File: src/core/dftc_pkg.sv
package dftc_pkg;

  // register offsets on the plain register port
  localparam logic [7:0] DFTC_OFF_OP_R1    = 8'h33;
  localparam logic [7:0] DFTC_OFF_OP_LOC   = 8'h34;
  localparam logic [7:0] DFTC_OFF_OP_R2    = 8'h35;
  localparam logic [7:0] DFTC_OFF_CTRL_ONE = 8'h36;
  localparam logic [7:0] DFTC_OFF_CTRL_TWO = 8'h37;
  localparam logic [7:0] DFTC_OFF_CONFIG   = 8'h40;
  localparam logic [7:0] DFTC_OFF_STATUS   = 8'h41;
  localparam logic [7:0] DFTC_OFF_FAN_START_TEMPERATURE_R1  = 8'h42;
  localparam logic [7:0] DFTC_OFF_FAN_START_TEMPERATURE_LOC = 8'h43;
  localparam logic [7:0] DFTC_OFF_FAN_START_TEMPERATURE_R2  = 8'h44;

  // values after reset
  localparam logic [7:0] DFTC_RST_OP       = 8'h64;
  localparam logic [7:0] DFTC_RST_CTRL_ONE = 8'h00;
  localparam logic [7:0] DFTC_RST_CTRL_TWO = 8'h00;
  localparam logic [7:0] DFTC_RST_CONFIG   = 8'h00;
  localparam logic [7:0] DFTC_RST_ZERO     = 8'h00;

  // bit positions in control register one
  localparam int DFTC_B_R2_CYC_MSB = 0;
  localparam int DFTC_B_VCCP_LOW   = 1;
  localparam int DFTC_B_CAP_R1     = 2;
  localparam int DFTC_B_CAP_LOC    = 3;
  localparam int DFTC_B_CAP_R2     = 4;
  localparam int DFTC_B_DYN_R1     = 5;
  localparam int DFTC_B_DYN_LOC    = 6;
  localparam int DFTC_B_DYN_R2     = 7;

  // field positions in control register two
  localparam int DFTC_F_R1_CYC_LO  = 0;
  localparam int DFTC_F_LOC_CYC_LO = 3;
  localparam int DFTC_F_R2_CYC_LO  = 6;

  // lock bit in the configuration register
  localparam int DFTC_B_LOCK = 1;

  // monitoring cycle timing: eight cycles make one second
  localparam int unsigned DFTC_MON_CYCLE_MS = 125;
  localparam int unsigned DFTC_CLK_MHZ      = 125;
  localparam int unsigned DFTC_MON_CYCLE_CLKS =
    DFTC_MON_CYCLE_MS * DFTC_CLK_MHZ * 1000;

  // base spacing in monitoring cycles for cycle code 000
  localparam logic [11:0] DFTC_DEC_BASE = 12'h008;
  localparam logic [11:0] DFTC_INC_BASE = 12'h010;
  localparam logic [11:0] DFTC_CNT_MAX  = 12'hfff;

  // per channel inputs from the conversion and fan logic
  typedef struct packed {
    logic [7:0] cur_temp;
    logic [7:0] fan_start_temperature_prog;
    logic [7:0] low_limit;
  } dftc_chan_in_s;

  // spacing in monitoring cycles for a cycle code and direction
  function automatic logic [11:0] dftc_wait(input logic [2:0] code,
                                            input logic       incr);
    logic [11:0] base;
    base = incr ? DFTC_INC_BASE : DFTC_DEC_BASE;
    return base << code;
  endfunction

endpackage

File: src/core/dftc_chan.sv
`timescale 1ns/1ps
`default_nettype none

module dftc_chan
  import dftc_pkg::*;
(
  input  wire logic          clk_i,
  input  wire logic          nrst_i,
  input  wire logic          tick_i,
  input  wire logic          enable_i,
  input  wire logic [2:0]    cycle_code_i,
  input  wire dftc_chan_in_s chan_i,
  input  wire logic [7:0]    op_point_i,
  output logic      [7:0]    fan_start_temperature_o,
  output logic               adjust_o
);

  logic [11:0] cnt_reg;
  logic [11:0] cnt_next;
  logic [7:0]  fan_start_temperature_reg;
  logic [7:0]  fan_start_temperature_next;
  logic        adj_reg;
  logic        adj_next;
  logic [11:0] cnt_inc;
  logic [11:0] dec_wait;
  logic [11:0] inc_wait;

  assign cnt_inc  = cnt_reg + 12'h001;
  assign dec_wait = dftc_wait(cycle_code_i, 1'b0);
  assign inc_wait = dftc_wait(cycle_code_i, 1'b1);

  // one step per allowed spacing; hot lowers the start point, cool raises it
  always_comb begin
    cnt_next  = cnt_reg;
    fan_start_temperature_next = fan_start_temperature_reg;
    adj_next  = 1'b0;
    if (!enable_i) begin
      cnt_next  = '0;
      fan_start_temperature_next = chan_i.fan_start_temperature_prog;
    end else if (tick_i) begin
      if (cnt_inc >= dec_wait && chan_i.cur_temp > op_point_i
          && fan_start_temperature_reg != 8'h00) begin
        fan_start_temperature_next = fan_start_temperature_reg - 8'h01;
        cnt_next  = '0;
        adj_next  = 1'b1;
      end else if (cnt_inc >= inc_wait
                   && chan_i.cur_temp < chan_i.low_limit
                   && fan_start_temperature_reg < op_point_i) begin
        fan_start_temperature_next = fan_start_temperature_reg + 8'h01;
        cnt_next  = '0;
        adj_next  = 1'b1;
      end else if (cnt_reg != DFTC_CNT_MAX) begin
        cnt_next = cnt_inc;
      end
    end
  end

  always_ff @(posedge clk_i or negedge nrst_i) begin
    if (!nrst_i) begin
      cnt_reg  <= '0;
      fan_start_temperature_reg <= DFTC_RST_ZERO;
      adj_reg  <= 1'b0;
    end else begin
      cnt_reg  <= cnt_next;
      fan_start_temperature_reg <= fan_start_temperature_next;
      adj_reg  <= adj_next;
    end
  end

  assign fan_start_temperature_o = fan_start_temperature_reg;
  assign adjust_o                = adj_reg;

endmodule

`default_nettype wire

File: src/core/dftc_top.sv
`timescale 1ns/1ps
`default_nettype none

module dftc_top
  import dftc_pkg::*;
#(
  parameter int unsigned MON_CYCLE_CLKS = DFTC_MON_CYCLE_CLKS
)
(
  input  wire logic                     clk_i,
  input  wire logic                     nrst_i,
  input  wire logic [7:0]               addr_i,
  input  wire logic [7:0]               wr_data_i,
  input  wire logic                     wr_en_i,
  input  wire logic                     rd_en_i,
  output logic      [7:0]               rd_data_o,
  input  wire logic                     thermal_alarm_pin_n_i,
  input  wire dftc_chan_in_s [2:0]      chan_i,
  output logic      [2:0][7:0]          fan_start_temperature_o,
  output logic      [2:0]               adjust_o,
  output logic                          monitor_tick_o,
  output logic                          alarm_active_o,
  output logic                          lock_o
);

  //////////////////////////////////////////////////////////////////////////
  // channel index convention: 0 remote 1, 1 local, 2 remote 2

  localparam int NCH = 3;

  //////////////////////////////////////////////////////////////////////////
  // monitoring cycle divider

  logic [31:0] div_reg;
  logic [31:0] div_next;
  logic        tick_reg;
  logic        tick_next;

  // one clock pulse per monitoring cycle; channels only step on it
  always_comb begin
    div_next  = div_reg + 32'h0000_0001;
    tick_next = 1'b0;
    if (div_reg >= 32'(MON_CYCLE_CLKS - 1)) begin
      div_next  = 32'h0000_0000;
      tick_next = 1'b1;
    end
  end

  always_ff @(posedge clk_i or negedge nrst_i) begin
    if (!nrst_i) begin
      div_reg  <= 32'h0000_0000;
      tick_reg <= 1'b0;
    end else begin
      div_reg  <= div_next;
      tick_reg <= tick_next;
    end
  end

  assign monitor_tick_o = tick_reg;

  //////////////////////////////////////////////////////////////////////////
  // thermal alarm pin synchroniser and assertion edge

  logic sync1_reg;
  logic sync2_reg;
  logic prev_reg;
  logic sync1_next;
  logic sync2_next;
  logic prev_next;
  logic alarm_level;
  logic alarm_edge;

  // pin is active low and asynchronous; only sync2 and its delayed copy prev_reg feed logic
  always_comb begin
    sync1_next = thermal_alarm_pin_n_i;
    sync2_next = sync1_reg;
    prev_next  = sync2_reg;
  end

  // idle-high reset keeps a released pin from looking like an assertion
  always_ff @(posedge clk_i or negedge nrst_i) begin
    if (!nrst_i) begin
      sync1_reg <= 1'b1;
      sync2_reg <= 1'b1;
      prev_reg  <= 1'b1;
    end else begin
      sync1_reg <= sync1_next;
      sync2_reg <= sync2_next;
      prev_reg  <= prev_next;
    end
  end

  assign alarm_level    = ~sync2_reg;
  assign alarm_edge     = prev_reg & ~sync2_reg;
  assign alarm_active_o = alarm_level;

  //////////////////////////////////////////////////////////////////////////
  // software visible registers

  logic [NCH-1:0][7:0] op_reg;
  logic [NCH-1:0][7:0] op_next;
  logic [7:0]          ctrl_one_reg;
  logic [7:0]          ctrl_one_next;
  logic [7:0]          ctrl_two_reg;
  logic [7:0]          ctrl_two_next;
  logic [7:0]          config_reg;
  logic [7:0]          config_next;
  logic                locked;
  logic [NCH-1:0]      cap_en;
  logic [NCH-1:0]      dyn_en;
  logic [NCH-1:0][2:0] cyc_code;

  assign locked = config_reg[DFTC_B_LOCK];
  assign lock_o = locked;

  // capture enables per channel
  assign cap_en[0] = ctrl_one_reg[DFTC_B_CAP_R1];
  assign cap_en[1] = ctrl_one_reg[DFTC_B_CAP_LOC];
  assign cap_en[2] = ctrl_one_reg[DFTC_B_CAP_R2];

  // dynamic enables per channel
  assign dyn_en[0] = ctrl_one_reg[DFTC_B_DYN_R1];
  assign dyn_en[1] = ctrl_one_reg[DFTC_B_DYN_LOC];
  assign dyn_en[2] = ctrl_one_reg[DFTC_B_DYN_R2];

  // cycle codes; remote 2 code is split across both control registers
  assign cyc_code[0] = ctrl_two_reg[DFTC_F_R1_CYC_LO +: 3];
  assign cyc_code[1] = ctrl_two_reg[DFTC_F_LOC_CYC_LO +: 3];
  assign cyc_code[2] = {ctrl_one_reg[DFTC_B_R2_CYC_MSB],
                        ctrl_two_reg[DFTC_F_R2_CYC_LO +: 2]};

  // true when a write strobe targets the given offset
  function automatic logic wr_hit(input logic       en,
                                  input logic [7:0] addr,
                                  input logic [7:0] off);
    return en && (addr == off);
  endfunction

  // operating point offsets in channel order
  function automatic logic [7:0] op_off(input int ch);
    logic [7:0] off;
    off = DFTC_OFF_OP_R1;
    if (ch == 1) begin
      off = DFTC_OFF_OP_LOC;
    end else if (ch == 2) begin
      off = DFTC_OFF_OP_R2;
    end
    return off;
  endfunction

  // operating points: software writes unless locked, alarm capture wins
  always_comb begin
    op_next = op_reg;
    for (int ch = 0; ch < NCH; ch++) begin
      if (wr_hit(wr_en_i, addr_i, op_off(ch)) && !locked) begin
        op_next[ch] = wr_data_i;
      end
      // a disabled capture leaves the programmed value alone
      if (alarm_edge && cap_en[ch]) begin
        op_next[ch] = chan_i[ch].cur_temp;
      end
    end
  end

  // control register one freezes under lock; register two stays open
  always_comb begin
    ctrl_one_next = ctrl_one_reg;
    ctrl_two_next = ctrl_two_reg;
    if (wr_hit(wr_en_i, addr_i, DFTC_OFF_CTRL_ONE) && !locked) begin
      ctrl_one_next = wr_data_i;
    end
    if (wr_hit(wr_en_i, addr_i, DFTC_OFF_CTRL_TWO)) begin
      ctrl_two_next = wr_data_i;
    end
  end

  // lock is sticky until reset so software cannot undo it
  always_comb begin
    config_next = config_reg;
    if (wr_hit(wr_en_i, addr_i, DFTC_OFF_CONFIG)) begin
      config_next[DFTC_B_LOCK] = locked | wr_data_i[DFTC_B_LOCK];
    end
  end

  always_ff @(posedge clk_i or negedge nrst_i) begin
    if (!nrst_i) begin
      op_reg       <= {NCH{DFTC_RST_OP}};
      ctrl_one_reg <= DFTC_RST_CTRL_ONE;
      ctrl_two_reg <= DFTC_RST_CTRL_TWO;
      config_reg   <= DFTC_RST_CONFIG;
    end else begin
      op_reg       <= op_next;
      ctrl_one_reg <= ctrl_one_next;
      ctrl_two_reg <= ctrl_two_next;
      config_reg   <= config_next;
    end
  end

  //////////////////////////////////////////////////////////////////////////
  // per channel fan start temperature adjusters

  logic [NCH-1:0][7:0] fan_start_temperature_w;
  logic [NCH-1:0]      adj_w;

  for (genvar g = 0; g < NCH; g++) begin : g_chan
    dftc_chan u_chan (
      .clk_i                   (clk_i),
      .nrst_i                  (nrst_i),
      .tick_i                  (tick_reg),
      .enable_i                (dyn_en[g]),
      .cycle_code_i            (cyc_code[g]),
      .chan_i                  (chan_i[g]),
      .op_point_i              (op_reg[g]),
      .fan_start_temperature_o (fan_start_temperature_w[g]),
      .adjust_o                (adj_w[g])
    );
  end

  assign fan_start_temperature_o = fan_start_temperature_w;
  assign adjust_o                = adj_w;

  //////////////////////////////////////////////////////////////////////////
  // status: alarm level, lock, channels moved off their programmed value

  logic [7:0] status;

  always_comb begin
    status    = 8'h00;
    status[0] = alarm_level;
    status[1] = locked;
    for (int ch = 0; ch < NCH; ch++) begin
      status[2 + ch] = dyn_en[ch] && (fan_start_temperature_w[ch] != chan_i[ch].fan_start_temperature_prog);
    end
  end

  //////////////////////////////////////////////////////////////////////////
  // read port: data appear in the cycle after the strobe, else zero

  logic [7:0] rd_reg;
  logic [7:0] rd_next;

  // unmapped offsets read zero so software sees no stale bus value
  always_comb begin
    rd_next = 8'h00;
    if (rd_en_i) begin
      if (addr_i == DFTC_OFF_OP_R1) begin
        rd_next = op_reg[0];
      end else if (addr_i == DFTC_OFF_OP_LOC) begin
        rd_next = op_reg[1];
      end else if (addr_i == DFTC_OFF_OP_R2) begin
        rd_next = op_reg[2];
      end else if (addr_i == DFTC_OFF_CTRL_ONE) begin
        rd_next = ctrl_one_reg;
      end else if (addr_i == DFTC_OFF_CTRL_TWO) begin
        rd_next = ctrl_two_reg;
      end else if (addr_i == DFTC_OFF_CONFIG) begin
        rd_next = config_reg;
      end else if (addr_i == DFTC_OFF_STATUS) begin
        rd_next = status;
      end else if (addr_i == DFTC_OFF_FAN_START_TEMPERATURE_R1) begin
        rd_next = fan_start_temperature_w[0];
      end else if (addr_i == DFTC_OFF_FAN_START_TEMPERATURE_LOC) begin
        rd_next = fan_start_temperature_w[1];
      end else if (addr_i == DFTC_OFF_FAN_START_TEMPERATURE_R2) begin
        rd_next = fan_start_temperature_w[2];
      end
    end
  end

  always_ff @(posedge clk_i or negedge nrst_i) begin
    if (!nrst_i) begin
      rd_reg <= 8'h00;
    end else begin
      rd_reg <= rd_next;
    end
  end

  assign rd_data_o = rd_reg;

endmodule

`default_nettype wire

File: config.mk
export PLATFORM = sky130hd
export DESIGN_NAME = dftc_top
export DESIGN_NICKNAME = d
export VERILOG_FILES = /design/src/core/dftc_pkg.sv /design/src/core/dftc_chan.sv /design/src/core/dftc_top.sv
export SDC_FILE = /design/constraint.sdc
export NUM_CORES = 1
export LEC_CHECK = 0
export ABC_AREA = 1
export BUFFER_PORTS_ARGS = -buffer_cell sky130_fd_sc_hd__buf_2
export CAP_MARGIN = 0
export CORE_MARGIN = 2
export CORE_UTILIZATION = 60
export CTS_BUF_LIST = sky130_fd_sc_hd__clkbuf_16
export DETAILED_ROUTE_END_ITERATION = 7
export HOLD_SLACK_MARGIN = 0.15
export PLACE_DENSITY = 0.81
export RECOVER_POWER = 50
export SETUP_SLACK_MARGIN = 0.3
export SLEW_MARGIN = 20
export SYNTH_ARGS = -nofsm -noshare
export SYNTH_HDL_FRONTEND = slang
export SYNTH_SLANG_ARGS = --single-unit
File: constraint.sdc
create_clock -name clk_i -period 5.01 [get_ports clk_i]
set_clock_uncertainty 0.05 [all_clocks]
set_input_delay 1.002 -clock clk_i [delete_from_list [all_inputs] [get_ports clk_i]]
set_output_delay 1.002 -clock clk_i [all_outputs]
set_load 0.03 [all_outputs]
==> run metrics <==
vias per cell=5.62; final hold violations=0; Avg Inst Size Synth=7.16 um^2; Power per Cell Area=256 nW/um^2; dominant cell type by area after synthesis=dfrtp_1; Worst Setup End Kind=flip-flop; sequential share of power=0.396; worst min path class=reg2reg; die area=21,400 um^2; clk slew on worst S/H paths=0.06 ns; clk buf depth=2; Synth Instances=1,693; number of synthesized register bits=between 100 and 150; die width=146 um; pre-CTS setup slack=1.05 ns; grt total ovfl=0; MaxCap Viol Count=2; Critical Path Most Common Cell=nand2_1; Area Overhead vs Synth=11.1%; Pleak=roughly 7.1 nW; DRC viols=0; cell with the most instances after synthesis=nand2_1; Synth Cell Area=12,100 um^2; CP required=5.28 ns; setup bufs post-CTS=0; Hold Path End=prev_next; Sink Count=148; RSZ-0062 raised after global routing=no; most area-consuming cells after synthesis=dfrtp_1 (28%), nand2_1 (15%), ha_1 (14%); wire length per cell=15.2 um; FF-to-FF Start=g_chan[2].u_chan.cnt_reg[0]; ys async rst share=1.00; hold_buf cts=0; Core ar.=19,700 um^2; Post-synth top cells=nand2_1 (477), inv_1 (221), dfrtp_1 (136), ha_1 (136), o21ai_0 (121); Total GRT Usage=0.299; Nets=2,041; hold depth=0; crit-path max cell delay=0.39 ns; Comb power frac=0.246; Tightest Pin Transition=2.49 ns; count of cell types in the netlist=53; status=finished, violations left; Top delay family on crit path=simple AND/OR/NAND/NOR gates; ant diodes=0; first-pass GRT wire length=52,500 um; Clock Tree Root=clkbuf_16; max reg flops=36; final core occ=0.685; final period utilization=0.798; via count=between 10,000 and 15,000; post-CTS sizing=0; DP Cell Count=2,055; Final WS setup=1.01 ns; Cell Int Power=2.29 mW; number of global-route vias before repair=11,000; top routing layer in use=met4; antenna violations before repair=0; CTS tree=built; metal3 WL=2370 um; final WL=31,800 um; net switching power=1.17 mW; violated checks=max-capacitance violations, max-slew violations; clock latency at the later pin of the worst-skew pair=0.43 ns; drt first-iter violations=902; Met2 Wirelength=15,200 um; Peak VDD IR=216 uV; share of post-route cells with drive strength above 1=0.109; post-synthesis sequential area ratio=0.307; Top Ports=between 100 and 150; row cnt=just over 50; Hold Crit Start=sync1_reg; Post-synth top flop=dfrtp_1; CTS buffer count=17; switching share of power=0.338; initial core utilization=0.617; setup TNS=0 ns; Initial DRT Pass Iterations=6; share of the synthesized area in the top cell type=0.281; clock share of power=0.359; H-Tree Level Count=4; largest net degree at the start of global routing=100; Reg2Reg Depth=30; RePlAce Congestion=0.985; Critical path buffers and inverters=4; IO buf count=130; height of the die=146 um; Tmin final=about 4 ns; top achievable clock speed=between 200 and 300 MHz; Slew Limit Fails=129; CP max-delay cell=dfrtp_1; critical path type=reg2reg; # setup viols final=0; CP Launch Type=flip-flop; Synth Warn #=0; critical path arrival=4.26 ns; crit-path max FO=6; M1 WL=13,200 um; Worst R2R End=g_chan[2].u_chan.fan_start_temperature_o[5]; DP HPWL=24,100 um; antenna-violating nets left=0; Layout Cells excl Fill=2,087; number of synthesized flops with an enable pin=0; R2R Setup Slk=1.01 ns; normalized max-slew margin=-0.663
[cells by family after synthesis]
family                     share of synthesized area
AOI/OAI and AO/OA                              0.125
xor gates and xnor gates                      0.0455
adders and majority gates                      0.145
buffers and inverters                         0.0887
DFF                                            0.307
muxes                                       0.000826
other                                       0.000309
and+or+nand+nor                                0.288
[area by class of cell]
| class | count | area, um^2 |
|---|---|---|
| multi-input cells | 1282 | 7350 |
| fillers | 1702 | 6190 |
| flip-flops and latches | 148 | 3720 |
| inverters | 227 | 853 |
| repair buffers | 133 | 652 |
| clock buffers | 17 | 425 |
| well taps | 265 | 332 |
| clock inverters | 15 | 131 |
[metal layers]
metal | track usage | vias up
met1 | 0.381 | 5352
met2 | 0.509 | 503
met3 | 0.0519 | 87
met4 | 0.118 | 0
met5 | 0 | -
li1 | - | 5779
[metrics by stage]
stage / total power [mW] / instance area, um^2 / hold slack [ns]
finish: 3.45 / 13500 / 0.311
global route: 3.64 / 13500 / 0.320
CTS: 3.46 / 13500 / 0.306
detailed placement: 2.22 / 12900 / 0.297
global placement: 2.18 / 12900 / 0.296
floorplan: 1.95 / 12100 / 0.295
[how the worst max path moves through the flow]
stage,start,endpoint,cells past startpoint
floorplan,g_chan[0].u_chan.cnt_reg[0],g_chan[0].u_chan.fan_start_temperature_o[5],29
global placement,chan_i[21],g_chan[0].u_chan.fan_start_temperature_o[5],21
detailed placement,chan_i[21],g_chan[0].u_chan.fan_start_temperature_o[5],21
CTS,g_chan[2].u_chan.cnt_reg[0],g_chan[2].u_chan.fan_start_temperature_o[5],30
global route,nrst_i,div_reg[20],2
finish,g_chan[2].u_chan.cnt_reg[0],g_chan[2].u_chan.fan_start_temperature_o[5],30
[power by group through the flow]
stage	Sequential, mW	Combinational (mW)	Clock [mW]
after floorplan	1.38	0.571	0
after global placement	1.38	0.795	0
after detailed placement	1.38	0.833	0
after CTS	1.36	0.843	1.25
after global routing	1.37	0.969	1.30
final	1.37	0.848	1.24
[layout by cell type (no fill, tap or decap), types with 3 or more instances in the layout]
master,count
nand3_2,4
ha_1,136
conb_1,8
o21a_1,8
inv_1,224
o21bai_1,5
nand2_2,4
clkinv_1,3
a21o_1,4
nor4_1,6
xor2_1,31
inv_6,4
a21oi_1,79
nand2_1,477
o21ai_2,10
fa_1,3
xnor2_1,32
a31oi_1,3
nor3_1,30
nor2_1,113
inv_2,3
o211ai_1,25
dfstp_2,11
clkbuf_16,17
clkbuf_1,13
or2_2,5
o21ai_0,121
buf_2,118
dfrtp_1,136
nand3_1,112
nand3b_1,5
o21ai_1,3
clkinvlp_4,3
nand4_1,34
and3_1,3
[worst reg2reg max path: cells and delay by family (launching register included)]
family / cells / cell delay [ns]
adders and majority gates: 3 / 0.86
and+or+nand+nor: 20 / 1.79
DFF: 1 / 0.39
buffers and inverters: 4 / 0.36
AOI/OAI and AO/OA: 2 / 0.21
xor gates and xnor gates: 1 / 0.21
(Power assumes the default switching activity.)
